<file path="src/io_unit_pkg.sv">
// Shared constants and types for the sequencer I/O instruction unit
package io_unit_pkg;
    // Opcodes of the instruction port
    typedef enum logic [3:0] {
        op_nop = 4'h0,
        op_dio_write = 4'h1,
        op_dio_read = 4'h2,
        op_dio_trig_read = 4'h3,
        op_trigger_out = 4'h4,
        op_wait = 4'h5,
        op_dio_trig_wait = 4'h6,
        op_dig_trig_read = 4'h7,
        op_tag_set = 4'h8,
        op_tag_alias = 4'h9,
        op_play_done_wait = 4'ha,
        op_play = 4'hb,
        op_sync = 4'hc
    } opcode_t;

    typedef enum logic [2:0] {
        st_idle = 3'h0,
        st_wait = 3'h1,
        st_dio_wait = 3'h3,
        st_play_wait = 3'h2,
        st_sync = 3'h6,
        st_play_queue = 3'h7
    } state_t;

    localparam int word_w = 32;
    localparam int trig_w = 4;
    localparam int dig_trig_n = 2;

    // AHB-Lite register map (byte addresses)
    localparam logic [7:0] addr_strobe_cfg = 8'h00;
    localparam logic [7:0] addr_status = 8'h04;
    localparam logic [7:0] addr_dio_out = 8'h08;
    localparam logic [7:0] addr_trig_out = 8'h0c;
    localparam logic [7:0] addr_stream_tag = 8'h10;
    localparam logic [7:0] addr_dio_latched = 8'h14;
    localparam logic [7:0] addr_result = 8'h18;

    // Strobe configuration fields
    localparam int strobe_bit_lsb = 0;
    localparam int strobe_bit_w = 5;
    localparam int strobe_edge_lsb = 8;
    localparam int strobe_edge_w = 2;
    localparam logic [1:0] edge_off = 2'h0;
    localparam logic [1:0] edge_rise = 2'h1;
    localparam logic [1:0] edge_fall = 2'h2;
    localparam logic [1:0] edge_both = 2'h3;

    // Port pacing: system clock 25 MHz against 50 MHz port speed
    localparam int clk_hz = 25_000_000;
    localparam int port_hz = 50_000_000;
    localparam int pace_cycles_raw = (clk_hz + port_hz - 1) / port_hz;
    localparam int pace_cycles = (pace_cycles_raw < 1) ? 1 : pace_cycles_raw;
    localparam logic [3:0] pace_reload = 4'(pace_cycles - 1);
endpackage

</file>
<file path="src/io_unit_if.sv">
// Handshake between the instruction decoder and the port pacer
`timescale 1ns/100ps
`default_nettype none
interface io_unit_if;
    logic req;
    logic [31:0] data;
    logic ready;
    modport ctrl (output req, output data, input ready);
    modport pacer (input req, input data, output ready);
endinterface
`default_nettype wire

</file>
<file path="src/dio_pacer.sv">
// Paces parallel port output updates to the port interface rate
`timescale 1ns/100ps
`default_nettype none
module dio_pacer (
    input wire logic hclk,
    input wire logic hresetn,
    io_unit_if.pacer link,
    output logic [31:0] port_out
);
    logic [3:0] gap;

    assign link.ready = (gap == 4'h0);

    always_ff @(posedge hclk or negedge hresetn) begin
        if (!hresetn) begin
            port_out <= 32'h0000_0000;
            gap <= 4'h0;
        end else if (link.req && link.ready) begin
            port_out <= link.data;
            gap <= io_unit_pkg::pace_reload;
        end else if (gap != 4'h0) begin
            gap <= gap - 4'h1;
        end
    end
endmodule
`default_nettype wire

</file>
<file path="src/seq_io_unit.sv">
// Sequencer I/O and timing instruction unit with AHB-Lite registers
`timescale 1ns/100ps
`default_nettype none
module seq_io_unit (
    input wire logic hclk,
    input wire logic hresetn,
    input wire logic hsel,
    input wire logic [31:0] haddr,
    input wire logic [1:0] htrans,
    input wire logic hwrite,
    input wire logic [2:0] hsize,
    input wire logic [31:0] hwdata,
    input wire logic hready,
    output logic hreadyout,
    output logic hresp,
    output logic [31:0] hrdata,
    input wire logic instr_valid,
    input wire logic [3:0] instr_op,
    input wire logic [31:0] instr_operand,
    output logic instr_ready,
    output logic result_valid,
    output logic [31:0] result_data,
    input wire logic [31:0] dio_in,
    output logic [31:0] dio_out,
    output logic [3:0] trig_out,
    input wire logic [1:0] dig_trig_in,
    output logic [31:0] stream_tag,
    input wire logic play_busy,
    output logic play_start,
    output logic [31:0] play_index,
    output logic sync_req,
    input wire logic sync_ack
);
    io_unit_pkg::state_t state;
    io_unit_if link ();
    logic [31:0] dio_prev;
    logic [31:0] dio_latched;
    logic [31:0] wait_count;
    logic [9:0] strobe_cfg;
    logic strobe_hit;
    logic accept;
    logic [31:0] pend_play;
    logic ahb_wr;
    logic [7:0] ahb_addr;
    logic [31:0] next_rdata;

    function automatic logic pick_bit(input logic [31:0] w,
                                      input logic [4:0] idx);
        pick_bit = w[idx];
    endfunction

    // Strobe detection on the configured port bit and edge
    always_comb begin
        logic now_b;
        logic old_b;
        logic [4:0] sel;
        sel = strobe_cfg[io_unit_pkg::strobe_bit_lsb +:
                         io_unit_pkg::strobe_bit_w];
        now_b = pick_bit(dio_in, sel);
        old_b = pick_bit(dio_prev, sel);
        unique case (strobe_cfg[io_unit_pkg::strobe_edge_lsb +:
                                io_unit_pkg::strobe_edge_w])
            io_unit_pkg::edge_rise: strobe_hit = now_b && !old_b;
            io_unit_pkg::edge_fall: strobe_hit = !now_b && old_b;
            io_unit_pkg::edge_both: strobe_hit = now_b != old_b;
            io_unit_pkg::edge_off: strobe_hit = 1'b0;
        endcase
    end

    // Last port sample, the reference for edge detection
    always_ff @(posedge hclk or negedge hresetn) begin
        if (!hresetn) begin
            dio_prev <= 32'h0000_0000;
        end else begin
            dio_prev <= dio_in;
        end
    end

    // Every strobe overwrites the capture, so reads see the newest
    always_ff @(posedge hclk or negedge hresetn) begin
        if (!hresetn) begin
            dio_latched <= 32'h0000_0000;
        end else if (strobe_hit) begin
            dio_latched <= dio_in;
        end
    end

    // Write command stalls while the pacer is busy
    assign link.req = instr_valid && state == io_unit_pkg::st_idle &&
                      instr_op == io_unit_pkg::op_dio_write;
    assign link.data = instr_operand;
    assign instr_ready = state == io_unit_pkg::st_idle &&
                         (instr_op != io_unit_pkg::op_dio_write ||
                          link.ready);
    assign accept = instr_valid && instr_ready;

    dio_pacer dio_pacer_i (
        .hclk(hclk),
        .hresetn(hresetn),
        .link(link),
        .port_out(dio_out)
    );

    // Instruction sequencing
    always_ff @(posedge hclk or negedge hresetn) begin
        if (!hresetn) begin
            state <= io_unit_pkg::st_idle;
            wait_count <= 32'h0000_0000;
            pend_play <= 32'h0000_0000;
            sync_req <= 1'b0;
        end else begin
            unique case (state)
                io_unit_pkg::st_idle: begin
                    if (accept) begin
                        unique case (instr_op)
                            io_unit_pkg::op_wait: begin
                                if (instr_operand > 32'h1) begin
                                    wait_count <= instr_operand - 32'h2;
                                    state <= io_unit_pkg::st_wait;
                                end
                            end
                            io_unit_pkg::op_dio_trig_wait: begin
                                // An edge in the accept cycle ends it now
                                if (!strobe_hit) begin
                                    state <= io_unit_pkg::st_dio_wait;
                                end
                            end
                            io_unit_pkg::op_play_done_wait: begin
                                if (play_busy) begin
                                    state <= io_unit_pkg::st_play_wait;
                                end
                            end
                            io_unit_pkg::op_play: begin
                                // Index waits here for the running playback
                                pend_play <= instr_operand;
                                state <= io_unit_pkg::st_play_queue;
                            end
                            io_unit_pkg::op_sync: begin
                                sync_req <= 1'b1;
                                state <= io_unit_pkg::st_sync;
                            end
                            default: ;
                        endcase
                    end
                end
                io_unit_pkg::st_wait: begin
                    if (wait_count == 32'h0) begin
                        state <= io_unit_pkg::st_idle;
                    end else begin
                        wait_count <= wait_count - 32'h1;
                    end
                end
                io_unit_pkg::st_dio_wait: begin
                    if (strobe_hit) begin
                        state <= io_unit_pkg::st_idle;
                    end
                end
                io_unit_pkg::st_play_wait: begin
                    if (!play_busy) begin
                        state <= io_unit_pkg::st_idle;
                    end
                end
                io_unit_pkg::st_play_queue: begin
                    if (!play_busy) begin
                        state <= io_unit_pkg::st_idle;
                    end
                end
                io_unit_pkg::st_sync: begin
                    if (sync_ack) begin
                        sync_req <= 1'b0;
                        state <= io_unit_pkg::st_idle;
                    end
                end
                default: state <= io_unit_pkg::st_idle;
            endcase
        end
    end

    // Playback launch once the previous one has finished
    always_ff @(posedge hclk or negedge hresetn) begin
        if (!hresetn) begin
            play_start <= 1'b0;
            play_index <= 32'h0000_0000;
        end else begin
            play_start <= state == io_unit_pkg::st_play_queue &&
                          !play_busy;
            if (state == io_unit_pkg::st_play_queue && !play_busy) begin
                play_index <= pend_play;
            end
        end
    end

    // Trigger outputs and stream tag
    always_ff @(posedge hclk or negedge hresetn) begin
        if (!hresetn) begin
            trig_out <= 4'h0;
            stream_tag <= 32'h0000_0000;
        end else if (accept) begin
            if (instr_op == io_unit_pkg::op_trigger_out) begin
                trig_out <= instr_operand[3:0];
            end
            if (instr_op == io_unit_pkg::op_tag_set ||
                instr_op == io_unit_pkg::op_tag_alias) begin
                stream_tag <= instr_operand;
            end
        end
    end

    // Read results back to the sequencer variable
    always_ff @(posedge hclk or negedge hresetn) begin
        if (!hresetn) begin
            result_valid <= 1'b0;
            result_data <= 32'h0000_0000;
        end else begin
            result_valid <= 1'b0;
            if (accept) begin
                unique case (instr_op)
                    io_unit_pkg::op_dio_read: begin
                        result_valid <= 1'b1;
                        result_data <= dio_in;
                    end
                    io_unit_pkg::op_dio_trig_read: begin
                        result_valid <= 1'b1;
                        result_data <= dio_latched;
                    end
                    io_unit_pkg::op_dig_trig_read: begin
                        result_valid <= 1'b1;
                        // index 1 or 2, others read 0
                        if (instr_operand == 32'h1) begin
                            result_data <= {31'h0, dig_trig_in[0]};
                        end else if (instr_operand == 32'h2) begin
                            result_data <= {31'h0, dig_trig_in[1]};
                        end else begin
                            result_data <= 32'h0000_0000;
                        end
                    end
                    default: ;
                endcase
            end
        end
    end

    // AHB-Lite slave: zero wait states, always OKAY
    assign hreadyout = 1'b1;
    assign hresp = 1'b0;

    // Address phase is kept so the write lands with its data phase
    always_ff @(posedge hclk or negedge hresetn) begin
        if (!hresetn) begin
            ahb_wr <= 1'b0;
            ahb_addr <= 8'h00;
        end else if (hready) begin
            ahb_wr <= hsel && htrans[1] && hwrite;
            ahb_addr <= haddr[7:0];
        end
    end

    always_ff @(posedge hclk or negedge hresetn) begin
        if (!hresetn) begin
            strobe_cfg <= 10'h000;
        end else if (ahb_wr && ahb_addr == io_unit_pkg::addr_strobe_cfg) begin
            strobe_cfg <= hwdata[9:0];
        end
    end

    always_comb begin
        unique case (haddr[7:0])
            io_unit_pkg::addr_strobe_cfg: next_rdata = {22'h0, strobe_cfg};
            io_unit_pkg::addr_status: next_rdata = {26'h0, sync_req,
                play_busy, 1'b0, state};
            io_unit_pkg::addr_dio_out: next_rdata = dio_out;
            io_unit_pkg::addr_trig_out: next_rdata = {28'h0, trig_out};
            io_unit_pkg::addr_stream_tag: next_rdata = stream_tag;
            io_unit_pkg::addr_dio_latched: next_rdata = dio_latched;
            io_unit_pkg::addr_result: next_rdata = result_data;
            default: next_rdata = 32'h0000_0000;
        endcase
    end

    always_ff @(posedge hclk or negedge hresetn) begin
        if (!hresetn) begin
            hrdata <= 32'h0000_0000;
        end else if (hready && hsel && htrans[1] && !hwrite) begin
            hrdata <= next_rdata;
        end
    end
endmodule
`default_nettype wire

</file>
<file path="config.mk">
export PLATFORM = sky130hd
export DESIGN_NAME = seq_io_unit
export DESIGN_NICKNAME = d
export VERILOG_FILES = /design/src/io_unit_pkg.sv /design/src/io_unit_if.sv /design/src/dio_pacer.sv /design/src/seq_io_unit.sv
export SDC_FILE = /design/constraint.sdc
export NUM_CORES = 1
export LEC_CHECK = 0
export BUFFER_PORTS_ARGS = -buffer_cell sky130_fd_sc_hd__buf_2
export CAP_MARGIN = 20
export CORE_ASPECT_RATIO = 1.5
export CORE_MARGIN = 2
export CORE_UTILIZATION = 50
export DETAILED_ROUTE_END_ITERATION = 10
export PLACE_DENSITY = 0.75
export RECOVER_POWER = 25
export SLEW_MARGIN = 10
export SYNTH_ARGS = -nofsm -noshare
export SYNTH_HDL_FRONTEND = slang
export SYNTH_SLANG_ARGS = --single-unit
</file>
<file path="constraint.sdc">
create_clock -name hclk -period 4.6 [get_ports hclk]
set_input_delay 0.46 -clock hclk [delete_from_list [all_inputs] [get_ports hclk]]
set_output_delay 0.46 -clock hclk [all_outputs]
set_load 0.005 [all_outputs]
</file>
==> implementation parameters <==
Parameter                              Value

Route
  Detailed router's first-iteration violation count ... 1219
  Length of the first detailed-routing pass in iterations ... 5
  Number of DRC violations after detailed routing ... 0
  DRT Wirelength ... approximately 48000 um
  DR WL/cell ... ~23 um
  Vias after detailed routing ... about 13000
  Via/cell ratio ... approximately 6
  Number of routed nets with antenna violations ... 0

Clock tree
  CTS clock-pin slew for the worst setup and hold paths ... around 60 ps
  H-tree levels ... 1
  Clock tree from TritonCTS ... yes
  Library cell used as clock root buffer ... sky130_fd_sc_hd__clkbuf_16
  Number of buffers inserted during clock tree synthesis ... 30
  Insertion delay to the later sink of the worst-skew pair ... ~570 ps
  Longest Clk Path Bufs ... 3
  Setup bufs post-CTS ... 0
  Clock sink count ... about 320

Timing
  Slew at the pin closest to its max-slew limit ... 2430 ps
  Worst Skew ... 20.2 ps
  Sum of negative setup slack ... 0 ps
  Final hold violation count ... 0
  Count of pins over their slew limit ... approximately 130
  Tmin final ... about 4000 ps
  Total of endpoints with negative setup slack in the final report ... 0
  Period utilisation layout ... between 80% and 90%
  Maximum achievable frequency ... between 200 and 250 MHz
  Worst slew margin relative to its limit ... -61.8%
  RSZ-0062 raised after global routing ... false

Critical path
  Kind of start point of the critical path ... flop
  Worst endpoint data arrival time ... approximately 4500 ps
  Kind of critical path ... flop to flop
  CP Data Required Time ... between 5000 and 6000 ps
  Nature of the critical path endpoint ... flop
  Maximum fanout along the worst path ... 21
  Launching element of the worst setup path ... strobe_cfg[1]$_DFFE_PN0P_
  Launching point of the worst reg2reg path ... strobe_cfg[1]$_DFFE_PN0P_

Synth
  Post-Syn Nets ... 1560
  EDFF count, synth ... 0
  Synth Cell Area ... about 15000 um^2
  Cell types with the highest counts after synthesis ... sky130_fd_sc_hd__dfrtp_1, sky130_fd_sc_hd__nand2_1, sky130_fd_sc_hd__mux2_2
  Most instantiated library cell after synthesis ... sky130_fd_sc_hd__dfrtp_1
  Register bit count reported by yosys ... around 320
  Warnings, synthesis ... 0
  Fraction of synthesis flops using an asynchronous set or reset pin ... 100%
  Synthesized area per cell ... around 11 um^2
  Share of the synthesized area in the top cell type ... about 52%
  Synth cell types ... 77
  Gate count after technology mapping ... roughly 1400
  Most instantiated flip-flop cell in the synthesis netlist ... sky130_fd_sc_hd__dfrtp_1
  Cell taking the most area after synthesis ... sky130_fd_sc_hd__dfrtp_1
  Largest cells by area after synthesis ... sky130_fd_sc_hd__dfrtp_1, sky130_fd_sc_hd__mux2_2, sky130_fd_sc_hd__nand2_1
  Share of synthesized area occupied by flip-flops and latches ... 51.9%

Pwr
  Sw Ratio ... 33.5%
  Total net switching power ... 0.00332 W
  Pleak ... roughly 8.1 nW
  Pwr/cell area ... roughly 550 nW/um^2
  Combinational share of power ... about 27%
  Fraction of power consumed by sequential logic ... 45.7%
  Worst supply voltage drop on vdd ... 339 uV
  Clock Power Share ... a little over a quarter
  Cell internal power dissipation ... approximately 0.0066 W

Place
  Dpl cells ... between 1500 and 2000
  Number of I/O port buffers ... 264
  Placer's final routability congestion estimate ... 0.896
  Final HPWL from detailed placement ... 33500 um

Min path
  Type of the worst min-delay path ... primary input to flop
  Startpoint of the lowest-slack hold path ... dio_in[2]

Floorplanning
  Chip width ... around 150 um
  Initial standard-cell utilization of the core ... approximately 51%
  Site Rows ... slightly below 80
  I/O pins ... 317
  Die ar. ... roughly 32000 um^2
  Die outline height ... around 220 um
  Area of the core ... roughly 30000 um^2

Outcome
  Result of the run ... finished, violations left
  Violated checks ... capacitance limit, slew limit

Global route
  Wire length of the first global-routing pass ... slightly above 70000 um
  Vias in the first global route ... 12400
  Initial antenna violation count ... 4
  Residual overflow from global routing ... 0
  Maximum number of pins on one net before global-route repair ... 127
  Total global-route track usage ... around 29%

Final layout
  Combined area of the multi-input logic cells ... 6900 um^2
  Area of all sequential standard cells ... around 8000 um^2
  Fill count ... about 2500
  Area growth from synthesis to layout ... 16.3%
  Final cell count without fillers ... just over 2000
  # nets final ... 1778
  Ratio of cells with drive above 1 in the final layout ... between 20% and 30%

Run
  Max cap viols ... 2
-- metrics by stage --
step	setup WS [ps]	power, W	hold slack [ps]	cell area, um^2	util [%]
floorplan	901	0.00598	164	15500	-
global placement	695	0.00707	442	17000	56.1
detailed placement	589	0.00721	453	17000	56.1
CTS	556	0.00989	19.2	18100	59.6
global route	425	0.0104	58.9	18000	59.3
finish	555	0.00989	65.9	18000	59.3
-- power groups by stage --
stage	Sequential, W	Combinational, W	Clock [W]
after floorplan	0.00431	0.00167	0
after global placement	0.00448	0.00259	0
after detailed placement	0.00452	0.00269	0
after CTS	0.00449	0.00270	0.00271
after global routing	0.00462	0.00293	0.00283
final	0.00452	0.00269	0.00267
-- state kept, by name, indices dropped and copies added (netlist names), 32 cells and up --
name	flops
pend_play	32
wait_count	32
result_data	32
dio_pacer_i.port_out	32
play_index	32
dio_prev	32
hrdata	32
dio_latched	32
stream_tag	32
-- cell type report --
class,instances,share of cell area [%]
Tap cell,400,2.78
Clock buffer,43,4.83
Antenna cell,1,0.0139
Timing Repair Buffer,288,7.99
Multi-Input combinational cell,965,38.3
Inverter,19,0.396
Sequential cell,321,44.6
Clock inverter,11,1.08
-- critical path, stage by stage (launching register included) --
cell,delay (ps)
sky130_fd_sc_hd__dfrtp_1,780
sky130_fd_sc_hd__buf_4,270
sky130_fd_sc_hd__mux4_2,500
sky130_fd_sc_hd__mux4_2,460
sky130_fd_sc_hd__mux2i_1,220
sky130_fd_sc_hd__inv_1,80
sky130_fd_sc_hd__ha_1,200
sky130_fd_sc_hd__and3b_1,200
sky130_fd_sc_hd__a31oi_4,180
sky130_fd_sc_hd__buf_4,260
sky130_fd_sc_hd__buf_4,350
sky130_fd_sc_hd__mux2_2,380
-- repair_timing --
item / 4_1_cts / 5_1_grt
gates resized for setup: 0 / 0
hold buffers: 1 / 0
hold endpoints to repair: 88 / 0
-- worst paths after layout --
check	endpoint	slack, ps	cells past startpoint
min in group asynchronous	hrdata[16]$_DFFE_PN0P_	1160	2
hold / removal	dio_prev[2]$_DFF_PN0_	70	1
max in group asynchronous	pend_play[8]$_DFFE_PN0P_	1660	3
setup / recovery	dio_latched[22]$_DFFE_PN0N_	550	11
setup reg to reg	dio_latched[22]$_DFFE_PN0N_	550	11
hold reg to reg	play_index[10]$_DFFE_PN0P_	460	2
-- logic make-up (layout without fill, tap and decap cells) --
kind of cell,count (synthesis),count (layout),share of synthesized area (%)
buffers and inverters,121,361,3.73
XOR/XNOR,29,29,1.64
AO/OA/AOI/OAI,319,319,13.0
multiplexers,177,177,14.4
AND/OR/NAND/NOR,432,432,14.8
other,2,3,0.0485
flip-flops,321,321,51.9
adder cells (fa/ha/maj),6,6,0.485
-- layout by cell type (no fill, tap or decap), types with 5 or more instances in the layout --
master                      count
sky130_fd_sc_hd__dfrtp_1      321
sky130_fd_sc_hd__buf_2        204
sky130_fd_sc_hd__nand2_1      197
sky130_fd_sc_hd__mux2_2       142
sky130_fd_sc_hd__a21oi_1       82
sky130_fd_sc_hd__clkbuf_1      66
sky130_fd_sc_hd__nor2_1        62
sky130_fd_sc_hd__o21ai_0       59
sky130_fd_sc_hd__o21ai_1       51
sky130_fd_sc_hd__nor3b_1       35
sky130_fd_sc_hd__clkbuf_16     30
sky130_fd_sc_hd__nor3_1        28
sky130_fd_sc_hd__a22o_1        27
sky130_fd_sc_hd__a221oi_1      26
sky130_fd_sc_hd__o31ai_1       25
sky130_fd_sc_hd__mux4_2        22
sky130_fd_sc_hd__buf_4         21
sky130_fd_sc_hd__xor2_1        20
sky130_fd_sc_hd__inv_1         19
sky130_fd_sc_hd__nand3_1       15
sky130_fd_sc_hd__a31oi_1       15
sky130_fd_sc_hd__nor4_1        13
sky130_fd_sc_hd__nand4_1       10
sky130_fd_sc_hd__xnor2_1        9
sky130_fd_sc_hd__mux2i_1        8
sky130_fd_sc_hd__and3_1         8
sky130_fd_sc_hd__clkbuf_8       7
sky130_fd_sc_hd__nor4_4         6
sky130_fd_sc_hd__ha_1           6
sky130_fd_sc_hd__nor2b_1        5
sky130_fd_sc_hd__nand2b_1       5
sky130_fd_sc_hd__mux2_1         5
sky130_fd_sc_hd__bufinv_16      5
-- routing by layer --
metal / GRT usage [%] / part of all wire (%)
met5: 0 / 0.073
met4: 16.2 / 6.1
met3: 4.37 / 7.5
met2: 50.0 / 50
met1: 34.9 / 36
Power figures use the tool's default switching activity.
